===== config.mk =====
export PLATFORM = sky130hd
export DESIGN_NAME = bit_timer
export DESIGN_NICKNAME = d
export VERILOG_FILES = /design/src/hw/bit_pkg.sv /design/src/hw/bit_axil.sv /design/src/hw/bit_prescaler.sv /design/src/hw/bit_timer.sv
export VERILOG_INCLUDE_DIRS = /design/src /design/src/hw
export SDC_FILE = /design/constraint.sdc
export NUM_CORES = 1
export LEC_CHECK = 0
export ABC_AREA = 1
export BUFFER_PORTS_ARGS = -buffer_cell sky130_fd_sc_hd__buf_2
export CORE_MARGIN = 3
export CORE_UTILIZATION = 26
export DETAILED_ROUTE_END_ITERATION = 16
export PLACE_DENSITY = 0.42
export SLEW_MARGIN = 20
export SYNTH_ARGS = -nofsm -noshare
export SYNTH_HDL_FRONTEND = slang
export SYNTH_HIERARCHICAL = 1
export SYNTH_SLANG_ARGS = --single-unit
export TNS_END_PERCENT = 5

===== constraint.sdc =====
create_clock -name CLK_SYS -period 2.3 [get_ports CLK_SYS]
set_input_delay 0 -clock CLK_SYS [delete_from_list [all_inputs] [get_ports CLK_SYS]]
set_output_delay 0 -clock CLK_SYS [all_outputs]
set_load 0.005 [all_outputs]

===== src/hw/bit_regs.svh =====
`ifndef BIT_REGS_SVH
`define BIT_REGS_SVH
// Register byte addresses (printed offsets are not multiples of four: index * 4)
`define BIT_IDX_CTRL      8'h8b
`define BIT_IDX_COUNT     8'h8c
`define BIT_IDX_IRQ_STAT  8'h90
`define BIT_IDX_IRQ_MASK  8'h91
`define BIT_IDX_STAB      8'h92
`define BIT_ADDR_CTRL     12'h22c
`define BIT_ADDR_COUNT    12'h230
`define BIT_ADDR_IRQ_STAT 12'h240
`define BIT_ADDR_IRQ_MASK 12'h244
`define BIT_ADDR_STAB     12'h248
// Control register fields
`define BIT_FLAG_POS      7
`define BIT_CLR_POS       3
`define BIT_CTRL_RESET    8'h77
`define BIT_COUNT_RESET   8'h00
// Prescaler: select n divides by 2^(n+4)
`define BIT_PRE_BASE      4
`define BIT_PRE_WIDTH     11
// Stabilisation wait in interval events
`define BIT_STAB_EVENTS   8'h01
`endif


===== src/hw/bit_pkg.sv =====
`default_nettype none
package bit_pkg;
  // Control register image
  typedef struct packed {
    logic       flag;
    logic [2:0] clk_sel;
    logic       clr;
    logic [2:0] int_sel;
  } bit_ctrl_t;
  // Stabilisation sequencer states
  typedef enum logic [1:0] {
    BIT_ST_WAIT = 2'b01,
    BIT_ST_RUN  = 2'b10
  } bit_state_t;
  // AXI read answer
  typedef struct packed {
    logic        valid;
    logic [31:0] data;
    logic [1:0]  resp;
  } bit_rsp_t;
endpackage
`default_nettype wire


===== src/hw/bit_axil.sv =====
`default_nettype none
// AXI4-Lite slave front end: takes address and data in either order
module bit_axil
  import bit_pkg::*;
(
  input  wire logic        CLK_SYS,
  input  wire logic        RESET,
  input  wire logic [11:0] S_AXI_AWADDR,
  input  wire logic        S_AXI_AWVALID,
  output logic             S_AXI_AWREADY,
  input  wire logic [31:0] S_AXI_WDATA,
  input  wire logic [3:0]  S_AXI_WSTRB,
  input  wire logic        S_AXI_WVALID,
  output logic             S_AXI_WREADY,
  output logic [1:0]       S_AXI_BRESP,
  output logic             S_AXI_BVALID,
  input  wire logic        S_AXI_BREADY,
  input  wire logic [11:0] S_AXI_ARADDR,
  input  wire logic        S_AXI_ARVALID,
  output logic             S_AXI_ARREADY,
  output logic [31:0]      S_AXI_RDATA,
  output logic [1:0]       S_AXI_RRESP,
  output logic             S_AXI_RVALID,
  input  wire logic        S_AXI_RREADY,
  output logic             WR_EN,
  output logic [11:0]      WR_ADDR,
  output logic [31:0]      WR_DATA,
  output logic [3:0]       WR_STRB,
  input  wire logic        WR_OK,
  output logic             RD_EN,
  output logic [11:0]      RD_ADDR,
  input  wire bit_rsp_t    RD_RSP
);
  typedef struct packed {
    logic        aw_have;
    logic        w_have;
    logic [11:0] aw;
    logic [31:0] w;
    logic [3:0]  strb;
    logic        bvalid;
    logic [1:0]  bresp;
    logic        rvalid;
    logic [31:0] rdata;
    logic [1:0]  rresp;
  } bit_axi_state_t;
  bit_axi_state_t s_q, s_d;

  assign S_AXI_AWREADY = !s_q.aw_have && !s_q.bvalid;
  assign S_AXI_WREADY  = !s_q.w_have && !s_q.bvalid;
  assign S_AXI_ARREADY = !s_q.rvalid;
  assign S_AXI_BVALID  = s_q.bvalid;
  assign S_AXI_BRESP   = s_q.bresp;
  assign S_AXI_RVALID  = s_q.rvalid;
  assign S_AXI_RDATA   = s_q.rdata;
  assign S_AXI_RRESP   = s_q.rresp;
  assign WR_EN   = s_q.aw_have && s_q.w_have && !s_q.bvalid;
  assign WR_ADDR = s_q.aw;
  assign WR_DATA = s_q.w;
  assign WR_STRB = s_q.strb;
  assign RD_EN   = S_AXI_ARVALID && S_AXI_ARREADY;
  assign RD_ADDR = S_AXI_ARADDR;

  // Channel bookkeeping
  always_comb begin
    s_d = s_q;
    if (S_AXI_AWVALID && S_AXI_AWREADY) begin
      s_d.aw_have = 1'b1;
      s_d.aw      = S_AXI_AWADDR;
    end
    if (S_AXI_WVALID && S_AXI_WREADY) begin
      s_d.w_have = 1'b1;
      s_d.w      = S_AXI_WDATA;
      s_d.strb   = S_AXI_WSTRB;
    end
    if (WR_EN) begin
      s_d.aw_have = 1'b0;
      s_d.w_have  = 1'b0;
      s_d.bvalid  = 1'b1;
      s_d.bresp   = WR_OK ? 2'h0 : 2'h2;
    end
    if (s_q.bvalid && S_AXI_BREADY) begin
      s_d.bvalid = 1'b0;
    end
    if (RD_RSP.valid) begin
      s_d.rvalid = 1'b1;
      s_d.rdata  = RD_RSP.data;
      s_d.rresp  = RD_RSP.resp;
    end else if (s_q.rvalid && S_AXI_RREADY) begin
      s_d.rvalid = 1'b0;
    end
  end

  // State register
  always_ff @(posedge CLK_SYS) begin
    if (RESET) begin
      s_q <= '0;
    end else begin
      s_q <= s_d;
    end
  end
endmodule
`default_nettype wire


===== src/hw/bit_prescaler.sv =====
`default_nettype none
`include "bit_regs.svh"
// Divider held while RUN is low and zeroed by RESTART; one tick per 2^(sel+4) clocks
module bit_prescaler
  import bit_pkg::*;
(
  input  wire logic       CLK_SYS,
  input  wire logic       RESET,
  input  wire logic       RUN,
  input  wire logic       RESTART,
  input  wire logic [2:0] SEL,
  output logic            TICK
);
  typedef struct packed {
    logic [`BIT_PRE_WIDTH-1:0] cnt;
  } bit_pre_state_t;
  bit_pre_state_t s_q, s_d;
  logic [`BIT_PRE_WIDTH-1:0] mask;

  // Mask of low bits that must be all ones
  always_comb begin
    // Shift count kept four bits wide so selects 4..7 do not wrap
    mask = ~(11'h7ff << ({1'b0, SEL} + 4'(`BIT_PRE_BASE)));
    s_d  = s_q;
    if (RESTART) begin
      s_d.cnt = '0;
    end else if (RUN) begin
      s_d.cnt = s_q.cnt + 11'h001;
    end
  end

  assign TICK = RUN && !RESTART && ((s_q.cnt & mask) == mask);

  // State register
  always_ff @(posedge CLK_SYS) begin
    if (RESET) begin
      s_q <= '0;
    end else begin
      s_q <= s_d;
    end
  end
endmodule
`default_nettype wire


===== src/hw/bit_timer.sv =====
// The AXI4-Lite register port was chosen for this implementation.
`default_nettype none
`include "bit_regs.svh"
module bit_timer
  import bit_pkg::*;
(
  input  wire logic        CLK_SYS,
  input  wire logic        RESET,
  input  wire logic [11:0] S_AXI_AWADDR,
  input  wire logic        S_AXI_AWVALID,
  output logic             S_AXI_AWREADY,
  input  wire logic [31:0] S_AXI_WDATA,
  input  wire logic [3:0]  S_AXI_WSTRB,
  input  wire logic        S_AXI_WVALID,
  output logic             S_AXI_WREADY,
  output logic [1:0]       S_AXI_BRESP,
  output logic             S_AXI_BVALID,
  input  wire logic        S_AXI_BREADY,
  input  wire logic [11:0] S_AXI_ARADDR,
  input  wire logic        S_AXI_ARVALID,
  output logic             S_AXI_ARREADY,
  output logic [31:0]      S_AXI_RDATA,
  output logic [1:0]       S_AXI_RRESP,
  output logic             S_AXI_RVALID,
  input  wire logic        S_AXI_RREADY,
  input  wire logic        STOP_MODE,
  input  wire logic        STOP_WAKE,
  output logic             WDT_TICK,
  output logic             INTERVAL_IRQ_PULSE,
  output logic             STABLE,
  output logic             IRQ
);
  typedef struct packed {
    bit_ctrl_t  ctrl;
    logic [7:0] count;
    logic       match;
    logic       pulse;
    logic       irq_stat;
    logic       irq_mask;
    logic       enable;
    bit_state_t state;
    logic [7:0] stab_cnt;
    logic [2:0] stop_sync;
    logic       stop;
    logic       wake_prev;
  } bit_state_s_t;
  bit_state_s_t s_q, s_d;

  logic        tick;
  logic        wr_en;
  logic [11:0] wr_addr;
  logic [31:0] wr_data;
  logic [3:0]  wr_strb;
  logic        wr_ok;
  logic        rd_en;
  logic [11:0] rd_addr;
  bit_rsp_t    rd_rsp;
  logic        wake_now;
  logic        new_match;
  logic        run;

  // Match test: low bits p..0 all ones
  function automatic logic match_of(input logic [7:0] cnt, input logic [2:0] p);
    logic [7:0] m;
    m = ~(8'hfe << p);
    return (cnt & m) == m;
  endfunction

  // Known register address test
  function automatic logic is_mapped(input logic [11:0] a);
    return (a == `BIT_ADDR_CTRL) || (a == `BIT_ADDR_COUNT) || (a == `BIT_ADDR_IRQ_STAT)
        || (a == `BIT_ADDR_IRQ_MASK) || (a == `BIT_ADDR_STAB);
  endfunction

  bit_axil u_axil (
    .CLK_SYS       (CLK_SYS),
    .RESET         (RESET),
    .S_AXI_AWADDR  (S_AXI_AWADDR),
    .S_AXI_AWVALID (S_AXI_AWVALID),
    .S_AXI_AWREADY (S_AXI_AWREADY),
    .S_AXI_WDATA   (S_AXI_WDATA),
    .S_AXI_WSTRB   (S_AXI_WSTRB),
    .S_AXI_WVALID  (S_AXI_WVALID),
    .S_AXI_WREADY  (S_AXI_WREADY),
    .S_AXI_BRESP   (S_AXI_BRESP),
    .S_AXI_BVALID  (S_AXI_BVALID),
    .S_AXI_BREADY  (S_AXI_BREADY),
    .S_AXI_ARADDR  (S_AXI_ARADDR),
    .S_AXI_ARVALID (S_AXI_ARVALID),
    .S_AXI_ARREADY (S_AXI_ARREADY),
    .S_AXI_RDATA   (S_AXI_RDATA),
    .S_AXI_RRESP   (S_AXI_RRESP),
    .S_AXI_RVALID  (S_AXI_RVALID),
    .S_AXI_RREADY  (S_AXI_RREADY),
    .WR_EN         (wr_en),
    .WR_ADDR       (wr_addr),
    .WR_DATA       (wr_data),
    .WR_STRB       (wr_strb),
    .WR_OK         (wr_ok),
    .RD_EN         (rd_en),
    .RD_ADDR       (rd_addr),
    .RD_RSP        (rd_rsp)
  );

  // Counter stops while STOP is held; clear restarts the prescaler too
  assign run = !s_q.stop;

  bit_prescaler u_pre (
    .CLK_SYS (CLK_SYS),
    .RESET   (RESET),
    .RUN     (run),
    .RESTART (s_q.ctrl.clr),
    .SEL     (s_q.ctrl.clk_sel),
    .TICK    (tick)
  );

  assign wr_ok     = is_mapped(wr_addr);
  assign wake_now  = STOP_WAKE && !s_q.wake_prev;
  assign new_match = match_of(s_q.count, s_q.ctrl.int_sel) && !s_q.match;

  // Read mux
  always_comb begin
    rd_rsp       = '0;
    rd_rsp.valid = rd_en;
    case (rd_addr)
      `BIT_ADDR_CTRL:     rd_rsp.data = {24'h000000, s_q.ctrl};
      `BIT_ADDR_COUNT:    rd_rsp.data = {24'h000000, s_q.count};
      `BIT_ADDR_IRQ_STAT: rd_rsp.data = {31'h00000000, s_q.irq_stat};
      `BIT_ADDR_IRQ_MASK: rd_rsp.data = {31'h00000000, s_q.irq_mask};
      `BIT_ADDR_STAB:     rd_rsp.data = {31'h00000000, s_q.state == BIT_ST_RUN};
      default:            rd_rsp.resp = 2'h2;
    endcase
  end

  // Next-state logic
  always_comb begin
    s_d       = s_q;
    s_d.pulse = 1'b0;
    // STOP pin sync: three stages, change accepted when last two agree
    s_d.stop_sync = {s_q.stop_sync[1:0], STOP_MODE};
    if (s_q.stop_sync[2] == s_q.stop_sync[1]) begin
      s_d.stop = s_q.stop_sync[2];
    end
    s_d.wake_prev = STOP_WAKE;
    // Clear bit lives one cycle only
    s_d.ctrl.clr = 1'b0;
    if (s_q.ctrl.clr) begin
      s_d.count = 8'h00;
      s_d.match = 1'b0;
    end else if (tick) begin
      s_d.count = s_q.count + 8'h01;
      s_d.match = match_of(s_q.count, s_q.ctrl.int_sel);
      if (new_match) begin
        s_d.pulse = 1'b1;
      end
    end
    // Stabilisation wait counts interval events
    case (s_q.state)
      BIT_ST_WAIT: begin
        if (s_q.pulse) begin
          s_d.stab_cnt = s_q.stab_cnt + 8'h01;
          if (s_q.stab_cnt + 8'h01 >= `BIT_STAB_EVENTS) begin
            s_d.state = BIT_ST_RUN;
          end
        end
      end
      BIT_ST_RUN: begin
      end
      default: s_d.state = BIT_ST_WAIT;
    endcase
    // Wake-up from STOP restarts the wait and wins over a same-cycle event
    if (wake_now) begin
      s_d.state    = BIT_ST_WAIT;
      s_d.stab_cnt = 8'h00;
      s_d.count    = 8'h00;
    end
    // Register writes
    if (wr_en && wr_addr == `BIT_ADDR_CTRL && wr_strb[0]) begin
      s_d.ctrl.clk_sel = wr_data[6:4];
      s_d.ctrl.int_sel = wr_data[2:0];
      s_d.ctrl.clr     = wr_data[`BIT_CLR_POS];
      if (!wr_data[`BIT_FLAG_POS]) begin
        s_d.ctrl.flag = 1'b0;
      end
    end
    if (wr_en && wr_addr == `BIT_ADDR_IRQ_STAT && wr_strb[0] && wr_data[0]) begin
      s_d.irq_stat = 1'b0;
    end
    if (wr_en && wr_addr == `BIT_ADDR_IRQ_MASK && wr_strb[0]) begin
      s_d.irq_mask = wr_data[0];
    end
    // Event set wins over same-cycle clear
    if (s_q.pulse) begin
      s_d.ctrl.flag = 1'b1;
      s_d.irq_stat  = 1'b1;
    end
  end

  assign WDT_TICK           = s_q.pulse;
  assign INTERVAL_IRQ_PULSE = s_q.pulse && s_q.irq_mask;
  assign STABLE             = (s_q.state == BIT_ST_RUN);
  assign IRQ                = s_q.irq_stat && s_q.irq_mask;

  // State register; reset starts stabilisation at divide-by-2048
  always_ff @(posedge CLK_SYS) begin
    if (RESET) begin
      s_q       <= '0;
      s_q.ctrl  <= `BIT_CTRL_RESET;
      s_q.count <= `BIT_COUNT_RESET;
      s_q.state <= BIT_ST_WAIT;
    end else begin
      s_q <= s_d;
    end
  end
endmodule
`default_nettype wire


== After elaboration in Yosys (flattened, before gate mapping) ==
Index checks and enable logic that the tools add are counted.
Cells by class
  add/sub/neg operators: 4
  $lt $le $gt $ge: 1
  equality and inequality tests: 18
  shift-type cells: 2
  mux-type cells: 14
  bitwise operators: 7
  reductions and logical operators: 48
Operator list (number)
  12-bit by 10-bit == test with 1-bit output (second input constant): 10
  8-bit case mux with 5 select lines: 1
  1-bit logical AND: 22
  8-bit by 1-bit adder with 8-bit output (second input constant): 2
  11-bit by 1-bit adder with 11-bit output (second input constant): 1
  11-bit bitwise AND: 1
  11-bit == test: 1
  11-bit NOT: 1
  11-bit by 4-bit << shifter with 11-bit output (first input constant): 1
  10-bit two-way mux: 1
  2-bit OR reduction: 5
  8-bit bitwise AND: 1
  8-bit == test: 1
  8-bit by 1-bit >= comparator with 1-bit output (second input constant): 1
  1-bit logical NOT: 8
  8-bit two-way mux: 1
  8-bit NOT: 1
  8-bit by 3-bit << shifter with 8-bit output (first input constant): 1
  1-bit two-way mux: 7
  2-bit two-way mux: 3
  2-bit inequality test (second input constant): 3
  2-bit nonzero test: 3
  3-bit OR reduction: 2
  5-bit OR reduction: 1
  9 further kinds: 15
Storage, ports and cells
  register bits: 107
  bits of input ports: 69
  output and inout port bits: 45

== Logic depth before layout (Yosys ltp) ==
  depth after elaboration: 8
  depth in mapped cells: 15
  gate-level depth less buffers: 14

== Modules after synthesis ==
Netlist, hierarchy kept.
By module, submodules not included
  bit_axil: instances 1, cells an instance 587, area an instance 4191.5 um^2, seq. area each 1741.7 um^2
  bit_timer: instances 1, cells an instance 289, area an instance 1928.1 um^2, seq. area each 700.7 um^2
  bit_prescaler: instances 1, cells an instance 92, area an instance 601.8 um^2, seq. area each 220.2 um^2

== Least setup slack after synthesis ==
Ideal clock, no wire load.
  path type: register to register
  start point: register u_pre/s_q[0] (netlist name)
  end point: register s_q[27] (netlist name)
  library setup time: 0.070 ns
  arrival: 1.707 ns
  required time: 2.230 ns
  path slack: 0.523 ns
  cell stages (with the launch flop): 15
  buffers on the path: 1
  clock period less this slack: 1.777 ns
  cell sequence: dfxtp_1 > ha_1 > nand2_2 > nor2_8 > nand3b_1 > nor2_1 > nand2_1 > inv_1 > buf_2 > nand2_1 > nor2_2 > nand3_1 > nor2_1 > o21ai_0 > a21oi_1
RTL lines
  start: declaration: line bit_prescaler.sv:17  | bit_pre_state_t s_q, s_d;
  start signal: assignment: line bit_prescaler.sv:37  | s_q <= '0;
  start signal: assignment: line bit_prescaler.sv:39  | s_q <= s_d;

==> flow_summary.ini <==
[place]
place_congestion = 0.7694
place_worst_setup_slack_ns = 0.3152
place.detailed.hpwl_mm = 8.680
io_buffer_count = 85
dp.cells = 1051

[power_and_ir_drop]
power_density_mw_per_mm2 = 640.8
total_leakage_power_uw = 0.002915
finalPower_uw = 3933
ir_worst_vdd_mv = 0.3311

[routing]
detailedRoute.firstIterationViolations = 155
remaining_drc_errors = 0
drt-vias-per-instance = 4.092
vias_post_dr = 4469
antenna_violating_nets_post_route = 0
drtPass1Iterations = 4
route.detailed.wl_per_inst_um = 11.28
wirelength_mm = 12.32

[timing]
slew-limit-headroom_pct = 60.21
finalCritPeriodShare_pct = 83.95
layout_setup_ws_ns = 0.3692
grt_setup_unrepaired = false
slew_violations = 0
fin_tns_setup_ns = 0
skew_ns = 0.007552
maxClockFrequency_ghz = 0.5179
tightest_slew_ns = 0.5963
finalHoldViolCount = 0
finalCriticalPeriod_ns = 1.931
timing.final.setup_violations = 0
timing.hold.ws_ns = 0.06124

[outcome]
outcome = complete, no violations

[synth]
ys_warnings = 6
postSynthAreaPerCell_um2 = 6.957
syn-cell-area_mm2 = 0.005378
syn_inst = 773

[critical_path]
timing.critical_path.cells = ha_1 -> nand2_2 -> nor2_8 -> nand3b_1 -> nor2_1 -> nand2_1 -> inv_2 -> nand2_1 -> nor2_2 -> nand3_1 -> nor2_1 -> o21ai_0 -> a21oi_1
worstPathMaxFanout = 9
critical_path.reg2reg.startpoint = u_pre/s_q[0]$_SDFFE_PP0P_
slowest_delay_ns = 0.37
cp_data_arrival_time_ns = 2.22
crit_path_top_delay_cell = dfxtp_1
worst_setup_path_end_kind = register
required_ns = 2.59
critical_path.startpoint_type = register
critPathLaunch = u_pre/s_q[0]$_SDFFE_PP0P_
path_type_of_the_worst_setup_path = reg2reg

[cts]
cts.htree.levels = 3
insertion_delay_ns = 0.36
tritoncts.num_buffers = 9
clk_root_buffer_cell = clkbuf_16
clock_path_buffers = 2
tritoncts_clock_tree = built
cts_num_sinks = 106
clkTransAtPathRegs_ns = 0.07

[global_routing]
grt_first_pass_wirelength_mm = 20.78
grt_max_degree = 37
via_count_of_the_first_global_routing_pass = 4308
number_of_antenna_violations_at_the_first_check_in_global_routing = 0
gr-total-overflow = 0
track_usage_pct = 11.44

[flow_run]
drv_cap = 0

[floorplanning]
io-pin-count = 114
fp.dieArea_mm2 = 0.02244
initial_utilization_pct = 27.01
floorplan.die.height_um = 149.8
core-area_mm2 = 0.01991
x_dimension_of_the_die_um = 149.8
core.rowCount = 51

[layout]
fillers = 2260
final_nets = 897
number_of_antenna_diodes = 0
final_cells = 1092
areaGrowthSynthToFinish_pct = 14.12
drive_above_1_share_pct = 16.44

[hold_path]
worst_hold_startpoint = S_AXI_ARVALID
min_path_type = in2reg
## where the power goes
group	internal [uW]	switching [uW]
Combinational	191	258
Sequential	1930	56.2
Clock	746	753
## metal layers
layer / global-route usage, % / wire (um) / vias up
li1: - / - / 2447
met1: 15.47 / 6263 / 1929
met2: 17.59 / 5278 / 83
met3: 3.664 / 621 / 10
met4: 3.111 / 156 / 0
met5: 0 / 0 / -
## final timing paths
kind | end | slack (ns) | cells past startpoint
max | s_q[27]$_SDFFE_PP0P_ | 0.37 | 13
min | u_axil/S_AXI_RDATA[29]$_SDFFE_PP0P_ | 0.06 | 6
max reg2reg | s_q[27]$_SDFFE_PP0P_ | 0.37 | 13
min reg2reg | s_d[4]$_SDFF_PP0_ | 0.40 | 2
## placed cells by master (no fill, tap or decap), drive strengths merged, types with 5 or more instances in the layout
cell type	instances
o21ai	60
dfxtp	106
nand3	44
conb	26
clkinv	5
nor2	157
nor3	7
nand2	119
nand4	15
inv	90
dlygate4sd3	26
clkbuf	9
buf	92
a21oi	47
ha	5
## timing repair
item                       CTS  global route
hold buffers                26             0
resized for setup            0             1
setup endpoints to repair    0             1
buffers inserted             0             0
hold endpoints to repair    30             0
## area by class of cell
type / instances / area [um^2] / share of cell area, %
clock inverters: 6 / 51.30 / 0.8359
flip-flops and latches: 106 / 2122 / 34.58
well taps: 265 / 331.6 / 5.403
multi-input cells: 499 / 2335 / 38.04
clock buffers: 9 / 225.2 / 3.670
inverters: 89 / 334.1 / 5.443
repair buffers: 118 / 738.2 / 12.03
## flip-flops by register name (all words and copies together), names as in the netlist
name                 count
WDT_TICK                 1
s_d                      2
s_q                     32
u_axil/S_AXI_BRESP       1
u_axil/S_AXI_BVALID      1
u_axil/S_AXI_RDATA      32
u_axil/S_AXI_RRESP       2
u_axil/S_AXI_RVALID      1
u_axil/WR_ADDR          12
u_axil/WR_DATA           8
u_axil/WR_STRB           1
u_axil/s_q               2
u_pre/s_q               11
## metrics by stage
step,utilization [%],instance area (um^2)
after global routing,30.83,6137
final,30.83,6137
after detailed placement,28.13,5600
after floorplan,-,5468
after global placement,28.13,5600
after CTS,30.83,6137
## critical path, delay by kind of cell, from the launching register on
| kind | cells | cell delay, ns |
|---|---|---|
| AND/OR/NAND/NOR | 9 | 0.98 |
| flip-flops | 1 | 0.37 |
| AO/OA/AOI/OAI | 2 | 0.21 |
| adder cells (fa/ha/maj) | 1 | 0.17 |
| buffers and inverters | 1 | 0.12 |
No activity file was read; power rests on OpenSTA's default activity.
